**config.mk**
```make
export PLATFORM = sky130hd
export DESIGN_NAME = ebsc_ctrl
export DESIGN_NICKNAME = d
export VERILOG_FILES = /design/src/ebsc_pkg.sv /design/src/ebsc_ctrl.sv
export SDC_FILE = /design/constraint.sdc
export NUM_CORES = 1
export LEC_CHECK = 0
export BUFFER_PORTS_ARGS = -buffer_cell sky130_fd_sc_hd__buf_2
export CELL_PAD_IN_SITES_DETAIL_PLACEMENT = 0
export CELL_PAD_IN_SITES_GLOBAL_PLACEMENT = 1
export CORE_MARGIN = 2
export CORE_UTILIZATION = 30
export CTS_CLUSTER_DIAMETER = 80
export CTS_CLUSTER_SIZE = 25
export DETAILED_ROUTE_END_ITERATION = 6
export HOLD_SLACK_MARGIN = 0.03
export PLACE_DENSITY = 0.71
export SYNTH_ARGS = -nofsm -noshare
export SYNTH_HDL_FRONTEND = slang
export SYNTH_SLANG_ARGS = --single-unit
```
**constraint.sdc**
```tcl
create_clock -name sys_clk -period 4.1 [get_ports sys_clk]
set_input_delay 0.41 -clock sys_clk [delete_from_list [all_inputs] [get_ports sys_clk]]
set_output_delay 0.41 -clock sys_clk [all_outputs]
set_load 0.05 [all_outputs]
```
**src/ebsc_pkg.sv**
```systemverilog
// package for the external bus state controller
// assumes a single system clock and an apb register port
package ebsc_pkg;
	// register byte offsets on the apb port
	localparam logic [7:0] BUS_CTRL_ONE_OFS   = 8'h00;
	localparam logic [7:0] BUS_CTRL_TWO_OFS   = 8'h04;
	localparam logic [7:0] WAIT_CTRL_ONE_OFS  = 8'h08;
	localparam logic [7:0] RAM_EMU_SEL_OFS    = 8'h0c;
	localparam logic [7:0] STATUS_OFS         = 8'h10;
	// reset values
	localparam logic [15:0] BUS_CTRL_ONE_RST  = 16'h0000;
	localparam logic [15:0] BUS_CTRL_TWO_RST  = 16'h0000;
	localparam logic [15:0] WAIT_CTRL_ONE_RST = 16'h0000;
	localparam logic [15:0] RAM_EMU_SEL_RST   = 16'h0000;
	// field positions in bus_control_two
	localparam int RW_IDLE_LO_POS  = 0;
	localparam int RW_IDLE_HI_POS  = 1;
	localparam int SAME_IDLE_POS   = 2;
	localparam int SEL_EXTEND_POS  = 3;
	// field positions in wait_control_one (4-bit count)
	localparam int WAIT_CNT_POS    = 0;
	localparam int WAIT_CNT_W      = 4;
	// address fields
	localparam int SPACE_HI        = 31;
	localparam int SPACE_LO        = 24;
	localparam int AREA_HI         = 23;
	localparam int AREA_LO         = 22;
	localparam int EXT_ADDR_W      = 18;

	// bus master sizes
	typedef enum logic [1:0] {
		EBSC_SZ_BYTE,
		EBSC_SZ_WORD,
		EBSC_SZ_LONG
	} ebsc_size_e;

	// one internal request
	typedef struct packed {
		logic        write;
		logic        lockNext;   // keep the bus for the next request (test-and-set read)
		ebsc_size_e  size;
		logic [31:0] addr;
		logic [31:0] wdata;
	} ebsc_req_s;

	// external bus pins
	typedef struct packed {
		logic [EXT_ADDR_W-1:0] addr;
		logic                  spaceZeroSelect_n;
		logic                  read_n;
		logic                  lowerByteWrite_n;
		logic [7:0]            dataOut;
		logic                  dataOe_n;
	} ebsc_pins_s;
endpackage : ebsc_pkg

```
**src/ebsc_ctrl.sv**
```systemverilog
// external bus state controller: apb registers, arbiter and bus sequencer
// assumes synchronous pin inputs and requests that hold until done pulses
//
// Overview of operation
// top eight address bits select space, never output
// space zero decodes bits 23:22 into select; code drives one select from bits 31:24 only
// only address bits 17:0 reach the pins
// plain access takes exactly two states
// reads capture all eight data bits
// writes assert lower byte strobe
// programmed wait states added per access
// wait pin sampled one cycle before exit
// software programs enough waits for wait pin
// extension adds select-only cycle each side
// write data held through trailing extension
// read then write guarantees idle count
// same space back-to-back inserts idle cycles
// read-write same space uses larger idle
// fixed priority external, trace, transfer, core
// request finishes cycle, releases, then acknowledges
// test-and-set halves never separated
// wide access split into indivisible bytes
// interrupt pending asserted while bus released
// external master drops request on pending
// instruction fetch always reads thirty-two bits
// software writes size field once only
// acknowledge drops, bus resumes next cycle
//
// The address map and the APB slave port are this design's own decisions.
`timescale 1ns/100ps
module ebsc_ctrl
	import ebsc_pkg::*;
#(
	parameter int NUM_MASTERS = 3
) (
	input  wire logic                   sys_clk,
	input  wire logic                   rst_b,
	// apb slave
	input  wire logic                   psel,
	input  wire logic                   penable,
	input  wire logic                   pwrite,
	input  wire logic [7:0]             paddr,
	input  wire logic [31:0]            pwdata,
	output logic      [31:0]            prdata,
	output logic                        pready,
	output logic                        pslverr,
	// internal masters: 0 core, 1 transfer ctrl, 2 debug trace
	input  wire logic [NUM_MASTERS-1:0] masterReq,
	input  wire ebsc_req_s              masterCmd [NUM_MASTERS],
	input  wire logic                   fetchReq,
	output logic      [NUM_MASTERS-1:0] masterDone,
	output logic      [31:0]            readData,
	// external pins
	output ebsc_pins_s                  pins,
	input  wire logic [7:0]             dataIn,
	input  wire logic                   wait_n,
	input  wire logic                   external_bus_request_n,
	output logic                        busAck_n,
	// interrupt level compare
	input  wire logic                   intSourceValid,
	input  wire logic [3:0]             intLevel,
	input  wire logic [3:0]             interrupt_mask_bits,
	output logic                        interrupt_pending_out_n
);
	typedef enum {ST_IDLE, ST_GAP, ST_HEAD, ST_T1, ST_TW, ST_T2, ST_TAIL, ST_REL} ebsc_state_e;

	logic [15:0]            bus_control_one;
	logic [15:0]            bus_control_two;
	logic [15:0]            wait_control_one;
	logic [15:0]            ram_emulation_select;
	ebsc_state_e            state;
	logic [1:0]             owner;
	logic                   active;
	ebsc_req_s              cur;
	logic [1:0]             byteIdx;
	logic [1:0]             lastByte;
	logic [WAIT_CNT_W-1:0]  waitCnt;
	logic [1:0]             gapCnt;
	logic [1:0]             idleSeen;
	logic                   prevValid;
	logic                   prevRead;
	logic [1:0]             prevArea;
	logic                   locked;
	logic                   grantOk;
	logic [1:0]             next_owner;
	logic [1:0]             pick;
	logic [1:0]             needGap;
	logic [31:0]            effAddr;
	logic                   selExt;
	logic [WAIT_CNT_W-1:0]  waitSet;

	assign selExt  = bus_control_two[SEL_EXTEND_POS];
	assign waitSet = wait_control_one[WAIT_CNT_POS +: WAIT_CNT_W];
	// a locked owner keeps the bus, else the arbiter's choice
	assign pick    = locked ? owner : next_owner;

	// read-write idle count from two bits
	function automatic logic [1:0] rwIdle(input logic [15:0] r);
		rwIdle = {r[RW_IDLE_HI_POS], r[RW_IDLE_LO_POS]};
	endfunction : rwIdle

	// bytes per access, fetch widened to a longword
	function automatic logic [1:0] lastOf(input ebsc_size_e s, input logic f);
		if (f || s == EBSC_SZ_LONG) begin
			lastOf = 2'd3;
		end else if (s == EBSC_SZ_WORD) begin
			lastOf = 2'd1;
		end else begin
			lastOf = 2'd0;
		end
	endfunction : lastOf

	// apb slave, zero wait, unmapped reads zero with error
	assign pready = 1'b1;
	always_comb begin
		prdata  = 32'h0000_0000;
		pslverr = 1'b0;
		unique case (paddr)
			BUS_CTRL_ONE_OFS:  prdata = {16'h0000, bus_control_one};
			BUS_CTRL_TWO_OFS:  prdata = {16'h0000, bus_control_two};
			WAIT_CTRL_ONE_OFS: prdata = {16'h0000, wait_control_one};
			RAM_EMU_SEL_OFS:   prdata = {16'h0000, ram_emulation_select};
			STATUS_OFS:        prdata = {28'h0000000, ~busAck_n, active, owner};
			default:           pslverr = psel & penable;
		endcase
	end

	// register writes
	always_ff @(posedge sys_clk) begin
		if (!rst_b) begin
			bus_control_one      <= BUS_CTRL_ONE_RST;
			bus_control_two      <= BUS_CTRL_TWO_RST;
			wait_control_one     <= WAIT_CTRL_ONE_RST;
			ram_emulation_select <= RAM_EMU_SEL_RST;
		end else if (psel && penable && pwrite) begin
			unique case (paddr)
				// size field written freely, software writes once
				BUS_CTRL_ONE_OFS:  bus_control_one      <= pwdata[15:0];
				BUS_CTRL_TWO_OFS:  bus_control_two      <= pwdata[15:0];
				WAIT_CTRL_ONE_OFS: wait_control_one     <= pwdata[15:0];
				RAM_EMU_SEL_OFS:   ram_emulation_select <= pwdata[15:0];
				default: ;
			endcase
		end
	end

	// fixed priority arbiter
	always_comb begin
		next_owner = 2'd0;
		grantOk    = 1'b0;
		if (external_bus_request_n) begin
			for (int i = 0; i < NUM_MASTERS; i++) begin
				if (masterReq[i] && !masterDone[i]) begin // done master not taken again
					next_owner = 2'(i);
					grantOk    = 1'b1;
				end
			end
		end
	end

	// idle gap needed before the next access
	always_comb begin
		logic [1:0] want;
		want = 2'd0;
		if (prevValid && prevRead && masterCmd[pick].write) begin
			want = rwIdle(bus_control_two);
		end
		if (prevValid && prevArea == masterCmd[pick].addr[AREA_HI:AREA_LO]
			&& {1'b0, bus_control_two[SAME_IDLE_POS]} > want && idleSeen == 2'd0) begin
			want = {1'b0, bus_control_two[SAME_IDLE_POS]};
		end
		needGap = (want > idleSeen) ? 2'(want - idleSeen) : 2'd0;
	end

	// space field ignored on pins, area from current request
	assign effAddr = {8'h00, cur.addr[AREA_HI:0]} + {30'h0, byteIdx};

	// bus sequencer
	always_ff @(posedge sys_clk) begin
		if (!rst_b) begin
			state      <= ST_IDLE;
			active     <= 1'b0;
			owner      <= 2'd0;
			cur        <= '0;
			byteIdx    <= 2'd0;
			lastByte   <= 2'd0;
			waitCnt    <= '0;
			gapCnt     <= 2'd0;
			idleSeen   <= 2'd3;
			prevValid  <= 1'b0;
			prevRead   <= 1'b0;
			prevArea   <= 2'd0;
			locked     <= 1'b0;
			masterDone <= '0;
			readData   <= 32'h0000_0000;
			busAck_n   <= 1'b1;
		end else begin
			masterDone <= '0;
			unique case (state)
				ST_IDLE: begin
					if (idleSeen != 2'd3) begin
						idleSeen <= idleSeen + 2'd1;
					end
					// release only between bus cycles
					if (!external_bus_request_n && !locked) begin
						state    <= ST_REL;
						busAck_n <= 1'b0;
					end else if (locked ? masterReq[owner] && !masterDone[owner] : grantOk) begin
						owner    <= pick;
						cur      <= masterCmd[pick];
						// fetch always a longword
						lastByte <= lastOf(masterCmd[pick].size, fetchReq && pick == 2'd0);
						byteIdx  <= 2'd0;
						active   <= 1'b1;
						gapCnt   <= needGap;
						state    <= (needGap != 2'd0) ? ST_GAP : (selExt ? ST_HEAD : ST_T1);
					end
				end
				ST_GAP: begin
					gapCnt <= gapCnt - 2'd1;
					if (gapCnt == 2'd1) begin
						state <= selExt ? ST_HEAD : ST_T1;
					end
				end
				// leading select-only cycle
				ST_HEAD: state <= ST_T1;
				// first of two basic states
				ST_T1: begin
					waitCnt <= waitSet;
					state   <= (waitSet != '0) ? ST_TW : ST_T2;
				end
				// software waits, pin sampled at the next-to-last
				ST_TW: begin
					if (waitCnt > 1) begin
						waitCnt <= waitCnt - 1'b1;
					end else if (waitCnt == 1) begin
						waitCnt <= wait_n ? '0 : waitCnt;
					end
					if (waitCnt == '0 || (waitCnt == 1 && wait_n)) begin
						state <= ST_T2;
					end
				end
				ST_T2: begin
					// all eight bits captured on read
					if (!cur.write) begin
						readData[8*byteIdx +: 8] <= dataIn;
					end
					// bytes of one cycle run with no arbitration
					if (selExt) begin
						state <= ST_TAIL; // next byte chosen after the tail
					end else if (byteIdx != lastByte) begin
						byteIdx <= byteIdx + 2'd1;
						state   <= ST_T1;
					end else begin
						state <= ST_IDLE;
					end
					if (!selExt && byteIdx == lastByte) begin
						masterDone[owner] <= 1'b1;
						active            <= 1'b0;
						// keep the bus after a test-and-set read
						locked            <= cur.lockNext;
					end
					prevValid <= 1'b1;
					prevRead  <= !cur.write;
					prevArea  <= cur.addr[AREA_HI:AREA_LO];
					idleSeen  <= 2'd0;
				end
				// trailing select-only cycle, data held
				ST_TAIL: begin
					// with extension on, byte index moves only here so the tail keeps the old byte
					if (byteIdx != lastByte) begin
						byteIdx <= byteIdx + 2'd1;
						state   <= ST_HEAD;
					end else begin
						state             <= ST_IDLE;
						masterDone[owner] <= 1'b1;
						active            <= 1'b0;
						locked            <= cur.lockNext;
					end
				end
				// acknowledge drops, drive resumes next cycle
				ST_REL: begin
					if (external_bus_request_n) begin
						busAck_n  <= 1'b1;
						state     <= ST_IDLE;
						prevValid <= 1'b0;
					end
				end
				default: state <= ST_IDLE;
			endcase
		end
	end

	// external pins from state
	always_ff @(posedge sys_clk) begin
		if (!rst_b) begin
			pins <= '{addr: '0, spaceZeroSelect_n: 1'b1, read_n: 1'b1,
				lowerByteWrite_n: 1'b1, dataOut: 8'h00, dataOe_n: 1'b1};
		end else begin
			// address 17:0 only
			pins.addr <= effAddr[EXT_ADDR_W-1:0];
			// select for space zero only
			pins.spaceZeroSelect_n <= !((state == ST_HEAD || state == ST_T1 || state == ST_TW
				|| (state == ST_T2 && !(byteIdx == lastByte && !selExt)))
				&& cur.addr[SPACE_HI:SPACE_LO] == 8'h00);
			pins.read_n <= !(!cur.write && (state == ST_T1 || state == ST_TW));
			// lower byte strobe on writes
			pins.lowerByteWrite_n <= !(cur.write && (state == ST_T1 || state == ST_TW));
			pins.dataOut  <= cur.wdata[8*byteIdx +: 8];
			// drive data through trailing cycle
			pins.dataOe_n <= !(cur.write && (state == ST_T1 || state == ST_TW
				|| (state == ST_T2 && selExt)));
		end
	end

	// pending request while bus is released
	always_ff @(posedge sys_clk) begin
		if (!rst_b) begin
			interrupt_pending_out_n <= 1'b1;
		end else begin
			interrupt_pending_out_n <= !(!busAck_n && intSourceValid && intLevel > interrupt_mask_bits);
		end
	end

	// plain access two states with no waits
	plain_two_a: assert property (@(posedge sys_clk) disable iff (!rst_b)
		state == ST_T1 && waitSet == '0 |=> state == ST_T2) else $error("access not two states");
	// wait count respected
	wait_len_a: assert property (@(posedge sys_clk) disable iff (!rst_b)
		state == ST_T1 && waitSet == 4'd2 |=> state == ST_TW [*2]) else $error("waits short");
	// wait pin extends
	pin_wait_a: assert property (@(posedge sys_clk) disable iff (!rst_b)
		state == ST_TW && waitCnt == 1 && !wait_n |=> state == ST_TW) else $error("pin wait lost");
	// extension head
	ext_head_a: assert property (@(posedge sys_clk) disable iff (!rst_b)
		state == ST_HEAD |=> state == ST_T1) else $error("head not one cycle");
	// strobes never both
	one_strobe_a: assert property (@(posedge sys_clk) disable iff (!rst_b)
		!(!pins.read_n && !pins.lowerByteWrite_n)) else $error("both strobes");
	// ack only when released
	ack_rel_a: assert property (@(posedge sys_clk) disable iff (!rst_b)
		!busAck_n |-> state == ST_REL && !active) else $error("ack while busy");
	// ack drop on request release
	ack_drop_a: assert property (@(posedge sys_clk) disable iff (!rst_b)
		state == ST_REL && external_bus_request_n |=> busAck_n) else $error("ack stuck");
	// pending only when released
	irq_rel_a: assert property (@(posedge sys_clk) disable iff (!rst_b)
		!interrupt_pending_out_n |-> $past(!busAck_n)) else $error("pending while owned");
	// no release mid transfer
	no_split_a: assert property (@(posedge sys_clk) disable iff (!rst_b)
		state == ST_T2 && byteIdx != lastByte |=> state != ST_REL) else $error("split cycle");
	// write data still driven in the tail
	tail_data_a: assert property (@(posedge sys_clk) disable iff (!rst_b)
		state == ST_TAIL && cur.write |-> !pins.dataOe_n) else $error("tail data dropped");
	// strobes stay off after the tail
	tail_quiet_a: assert property (@(posedge sys_clk) disable iff (!rst_b)
		state == ST_TAIL |=> pins.read_n && pins.lowerByteWrite_n) else $error("strobe in tail");
	// select negated through idle gaps
	gap_sel_a: assert property (@(posedge sys_clk) disable iff (!rst_b)
		state == ST_GAP |-> pins.spaceZeroSelect_n) else $error("select in gap");
	// locked owner never gives the bus away
	lock_hold_a: assert property (@(posedge sys_clk) disable iff (!rst_b)
		locked |-> busAck_n) else $error("bus released while locked");
	// pending raised when a higher level arrives
	pend_set_a: assert property (@(posedge sys_clk) disable iff (!rst_b)
		!busAck_n && intSourceValid && intLevel > interrupt_mask_bits
		|=> !interrupt_pending_out_n) else $error("pending missed");
	// fetch granted as a longword
	fetch_long_a: assert property (@(posedge sys_clk) disable iff (!rst_b)
		state == ST_IDLE && !locked && grantOk && fetchReq && next_owner == 2'd0
		|=> lastByte == 2'd3) else $error("fetch not four bytes");

	cover_read_c:  cover property (@(posedge sys_clk) state == ST_T2 && !cur.write);
	cover_write_c: cover property (@(posedge sys_clk) state == ST_T2 && cur.write && selExt);
	cover_rel_c:   cover property (@(posedge sys_clk) !busAck_n);
	cover_gap_c:   cover property (@(posedge sys_clk) state == ST_GAP);
	cover_tail_c:  cover property (@(posedge sys_clk) state == ST_TAIL && byteIdx != lastByte);
endmodule : ebsc_ctrl

```
Word level (Yosys, flattened, before mapping):

Index checks and enable logic that the tools add are counted.

* add/sub/neg operators: 7
* order comparisons: 7
* eq/ne operators: 36
* shift operators: 3
* muxes and demuxes: 68
* bitwise gates (word level): 5
* reduce and logical (&&, ||, !) cells: 77

Operators by type and width (count)
* $pmux W32 S8: 1
* $eq A32 B3 Y1 const B: 6
* $mux W32: 6
* $bmux W68 S2: 1
* $mux W68: 2
* $pmux W16 S5: 1
* $eq A32 B2 Y1 const B: 2
* $eq A32 B4 Y1 const B: 2
* $neg A5 Y34: 1
* $shift A8 B34 Y32 const A: 1
* $shiftx A8 B34 Y32: 1
* $bwmux W32: 1
* $eq A32 B1 Y1 const B: 1
* $logic_not A32 Y1: 1
* $mux W2: 16
* $shiftx A32 B6 Y8: 1
* $logic_and A1 B1 Y1: 24
* $mux W1: 22
* $ne A2 B2 Y1 const B: 11
* $add A18 B2 Y18: 1
* $eq A8 B4 Y1 const B: 2
* $logic_not A8 Y1: 2
* $logic_not A1 Y1: 15
* $reduce_and A3 Y1: 5
* 42 further kinds: 77

* bits in registers: 249
* input bits: 272
* output and inout bits: 101
* logic and storage cells: 233

Depth between registers and ports, before layout:

* word-level depth: 23
* mapped depth: 20
* mapped depth without buffers: 19

Worst setup path before layout:

Ideal clock, no wire load.

* kind: reg-to-reg
* from: register masterDone[2]
* to: register state[0]
* setup time: 0.132 ns
* arrival time: 3.995 ns
* required time: 3.968 ns
* setup slack: -0.027 ns
* cell stages (with the launch flop): 21
* path buffers: 1
* path through: dfxtp_1 -> nand2b_1 -> a32o_1 -> buf_2 -> nand2_1 -> a21oi_1 -> o2111a_1 -> ha_1 -> nor2_1 -> nand3_1 -> nor4_2 -> mux2i_1 -> ha_1 -> inv_1 -> fa_1 -> inv_1 -> o21ai_0 -> and3_1 -> o21ai_0 -> nor4b_1 -> nor3_1

* cells in the longest elaborated chain, start to end: 22

RTL lines
* start: declaration: RTL line ebsc_ctrl.sv:51 `output logic [NUM_MASTERS-1:0] masterDone,`
* start signal: assignment: RTL line ebsc_ctrl.sv:194 `masterDone <= '0;`
* start signal: assignment: RTL line ebsc_ctrl.sv:198 `masterDone <= '0;`
* start signal: indexed assignment: RTL line ebsc_ctrl.sv:258 `masterDone[owner] <= 1'b1;`
* $logic_not A1 Y1: RTL line ebsc_ctrl.sv:153 `if (masterReq[i] && !masterDone[i]) begin`
* $logic_and A1 B1 Y1: RTL line ebsc_ctrl.sv:153
* $mux W2: RTL line ebsc_ctrl.sv:153
* $mux W2: RTL line ebsc_ctrl.sv:151 `if (external_bus_request_n) begin`
* $mux W2: RTL line ebsc_ctrl.sv:95 `assign pick = locked ? owner : next_owner;`
* $not A2 Y3 (not written as such): RTL line ebsc_ctrl.sv:165, ebsc_ctrl.sv:168
* $bmux W68 S2: RTL line ebsc_ctrl.sv:165, ebsc_ctrl.sv:168
* $mux W68 (2 in series)
* [5 not listed]
* $mux W2: RTL line ebsc_ctrl.sv:168 `if (prevValid && prevArea == masterCmd[pick].addr[AREA_HI:AREA_LO]`
* $sub A2 B2 Y2 / $gt A2 B2 Y1 (equally long branches): RTL line ebsc_ctrl.sv:172 `needGap = (want > idleSeen) ? 2'(want - idleSeen) : 2'd0;`
* $mux W2: RTL line ebsc_ctrl.sv:172
* $reduce_bool A2 Y1: RTL line ebsc_ctrl.sv:216 `state <= (needGap != 2'd0) ? ST_GAP : (selExt ? ST_HEAD : ST_T1);`
* $mux W32: RTL line ebsc_ctrl.sv:216
* $mux W32: RTL line ebsc_ctrl.sv:208 `end else if (locked ? masterReq[owner] && !masterDone[owner] : grantOk) begin`
* $mux W32: RTL line ebsc_ctrl.sv:205 `if (!external_bus_request_n && !locked) begin`
* $pmux W32 S8: RTL line ebsc_ctrl.sv:199 `unique case (state)`
* end signal: assignment: RTL line ebsc_ctrl.sv:216
* end signal: assignment: RTL line ebsc_ctrl.sv:222 `state <= selExt ? ST_HEAD : ST_T1;`
* end signal: assignment: RTL line ebsc_ctrl.sv:230 `state <= (waitSet != '0) ? ST_TW : ST_T2;`
* end: declaration: RTL line ebsc_ctrl.sv:71 `ebsc_state_e state;`

Parallel ways exist; a longest one is shown, timed or not. The select of a mux whose other input is x is not followed.
A chain may end at the register's enable or synchronous reset.

Final worst setup path:

Ends and elaborated chain as after synthesis.

==> flow_summary.json <==
{
  "drv_slew": 0,
  "drive_gt1_frac": 0.275,
  "min_to": "interrupt_pending_out_n",
  "outcome": "finished, final reports clean",
  "hold_start": "intSourceValid",
  "fin_nets": 1904,
  "areaGrowthSynthToFinish_pct": 21.9,
  "fmax_ghz": 0.264,
  "grt-busiest-layer": "met2",
  "cap_violations": 0,
  "grt_use_met2": 0.313,
  "hold_depth": 3,
  "leakage_nw": 5.64,
  "wl_um": 36000,
  "synth-edff-count": 0,
  "grt_use_total": 0.183,
  "ys_seq_area_frac": 0.391,
  "synth_cell_types": 73,
  "portBuffers": 327,
  "fin_hold_ws_ps": 175,
  "die_area_mm2": 0.0384,
  "critical_path_buf_inv_count": 2,
  "critPathKind": "flop to flop",
  "r2r.worst_path.cells": 19,
  "place_hpwl_um": 26800,
  "grt_pass1_vias": 10000,
  "clock-sinks": 216,
  "post-route-period-util": 0.925,
  "hp-class": "input pin to flop",
  "ant_nets": 0,
  "rsz0062_at_grt": "no",
  "cp-start-kind": "flop",
  "vdd_drop_max_uv": 264,
  "r2r_end": "state[0]",
  "yosys_warnings": 0,
  "mostFrequentLayoutCells": "buf_2, nand2_1, dfxtp_1",
  "critPathSlowestCell": "fa_1",
  "endpoint_kind": "flop",
  "finalPower_w": 0.00600,
  "hold_buffers": 0,
  "fin_skew_ps": 20.3,
  "crit_fanout": 3,
  "cts_tree": "done",
  "arrival_ps": 4220,
  "post_drt_wl_per_cell_um": 17.2,
  "cts_buffers": 15,
  "first_iter_violations": 419,
  "gp_congestion": 0.826,
  "setup_violations": 0,
  "worstPathCellList": "nand2b_1 > a32oi_4 > nand2_1 > a21oi_2 > o2111a_1 > ha_1 > nor2_1 > nand3_1 > nor4_2 > mux2i_1 > ha_1 > inv_1 > fa_1 > inv_1 > o21ai_0 > and3_1 > o21ai_0 > nor4b_2 > nor3_1",
  "reg2reg_from": "masterDone[2]",
  "clk_latency_ps": 500,
  "die_h_um": 196,
  "fin_crit_ps": 3790,
  "final_common_cell": "buf_2",
  "overflow": 0,
  "final_util": 0.370,
  "relSlewSlack": 0.307,
  "path_delay_family": "simple AND/OR/NAND/NOR gates",
  "start_util": 0.304,
  "vias_per_cell": 4.95,
  "dp_worst_setup_slack_ps": -86.6,
  "ff2ff_setup_slack_ps": 310,
  "die_x_um": 196,
  "clk_pin_slew_ps": 100,
  "synthesis.area_mm2": 0.0111,
  "vias": 10300,
  "worst_slew_pin_slew_ps": 1040,
  "gr-usage-met3": 0.0340,
  "cts-root-buf": "clkbuf_16",
  "antenna_found_initial": 1,
  "use_met1": 0.241,
  "hold_viol": 0,
  "grt_max_degree": 87,
  "timing.final.ws_setup_ps": 309,
  "async_reset_ff_frac": 0,
  "netlist_instances": 1338,
  "ys_seq_elements": 216,
  "dr.pass1.iters": 4,
  "grt_pass1_wl_um": 56100,
  "rows": 70,
  "synth_area_per_cell_um2": 8.27,
  "htree_levels": 1,
  "fillers": 3887,
  "worstPathRequired_ps": 4530,
  "p_per_area_mw_per_mm2": 445,
  "fp.coreArea_mm2": 0.0364,
  "cpPeakStageDelay_ps": 500,
  "drc": 0,
  "cts_buffer_depth": 3,
  "pin_count": 373,
  "synth_flop_cell": "dfxtp_1"
}
## worst max path at each step
stage	to	cells after the start	slack, ps	from
6_report	state[0]	19	310	masterDone[2]
5_1_grt	state[0]	19	30	masterDone[2]
4_1_cts	state[0]	19	80	masterDone[1]
3_5_place_dp	state[0]	20	-90	masterReq[1]
3_3_place_gp	state[0]	20	-40	masterReq[1]
2_1_floorplan	state[0]	20	90	masterDone[2]
## layout make-up
class                   count  area (µm²)  area share
multi-input cells        1006        6180       0.458
inverters                  23        86.3     0.00640
diodes                      2        5.00    0.000371
flip-flops and latches    216        4330       0.321
clock inverters             9         103     0.00761
well taps                 468         586      0.0434
repair buffers            348        1810       0.134
clock buffers              16         389      0.0289
## worst min-delay path: stages
cell	delay, ps
buf_2	100
nand2_1	50
or4_1	80
## metrics by stage
stage | std cells | TNS [ps] | instance area (µm²)
after global routing | 2086 | 0 | 13500
after detailed placement | 2061 | -126 | 13000
after CTS | 2086 | 0 | 13500
final | 2088 | 0 | 13500
after floorplan | 1353 | 0 | 11100
after global placement | 2061 | -44.9 | 13000
## cells in the mapped netlist, types with 11 or more instances
cell type,number,share of area
a21o_1,18,0.012
a211oi_1,45,0.031
nor2_1,83,0.028
nor2b_1,24,0.014
a31oi_1,20,0.011
and2_1,33,0.019
a21oi_1,64,0.029
mux2i_1,30,0.027
xnor2_1,14,0.011
a21boi_1,38,0.026
a21boi_0,40,0.027
nand2_2,11,0.0062
nor3_1,44,0.020
nand3_1,59,0.027
nand2_1,289,0.098
inv_1,22,0.0075
buf_4,20,0.014
o21ai_0,26,0.012
ha_1,20,0.023
buf_2,16,0.0072
clkbuf_1,52,0.018
mux4_2,20,0.041
dfxtp_1,216,0.39
## layer usage
metal	vias up	part of all wire
li1	5135	-
met1	4858	0.45
met2	317	0.48
met3	26	0.064
met4	0	0.015
met5	-	0
## repair_timing
action                                  4_1_cts  5_1_grt
resized for setup                             0        4
endpoints found under the setup margin        0        2
buffers inserted                              0        0
## registers in the layout, summed over array words and instances, names as in the netlist, 3 cells and up
signal and flops:
cur 62, readData 32, pins 30, bus_control_one 16, bus_control_two 16, ram_emulation_select 16
wait_control_one 16, waitCnt 4, masterDone 3, state 3
## kinds of logic after synthesis
family	Yosys count	synth area share
muxes	54	0.0720
adders and majority gates	22	0.0262
DFF	216	0.391
other	2	0.000679
xor gates and xnor gates	17	0.0135
AOI/OAI and AO/OA	297	0.186
buffers and inverters	131	0.0606
and+or+nand+nor	599	0.250
## power breakdown
group          switching, W  internal, W  total, W
Combinational       0.00112     0.000677   0.00180
Clock              0.000842     0.000739   0.00158
Sequential         0.000247      0.00237   0.00262
Total               0.00221      0.00379   0.00600
(Power assumes the default switching activity.)
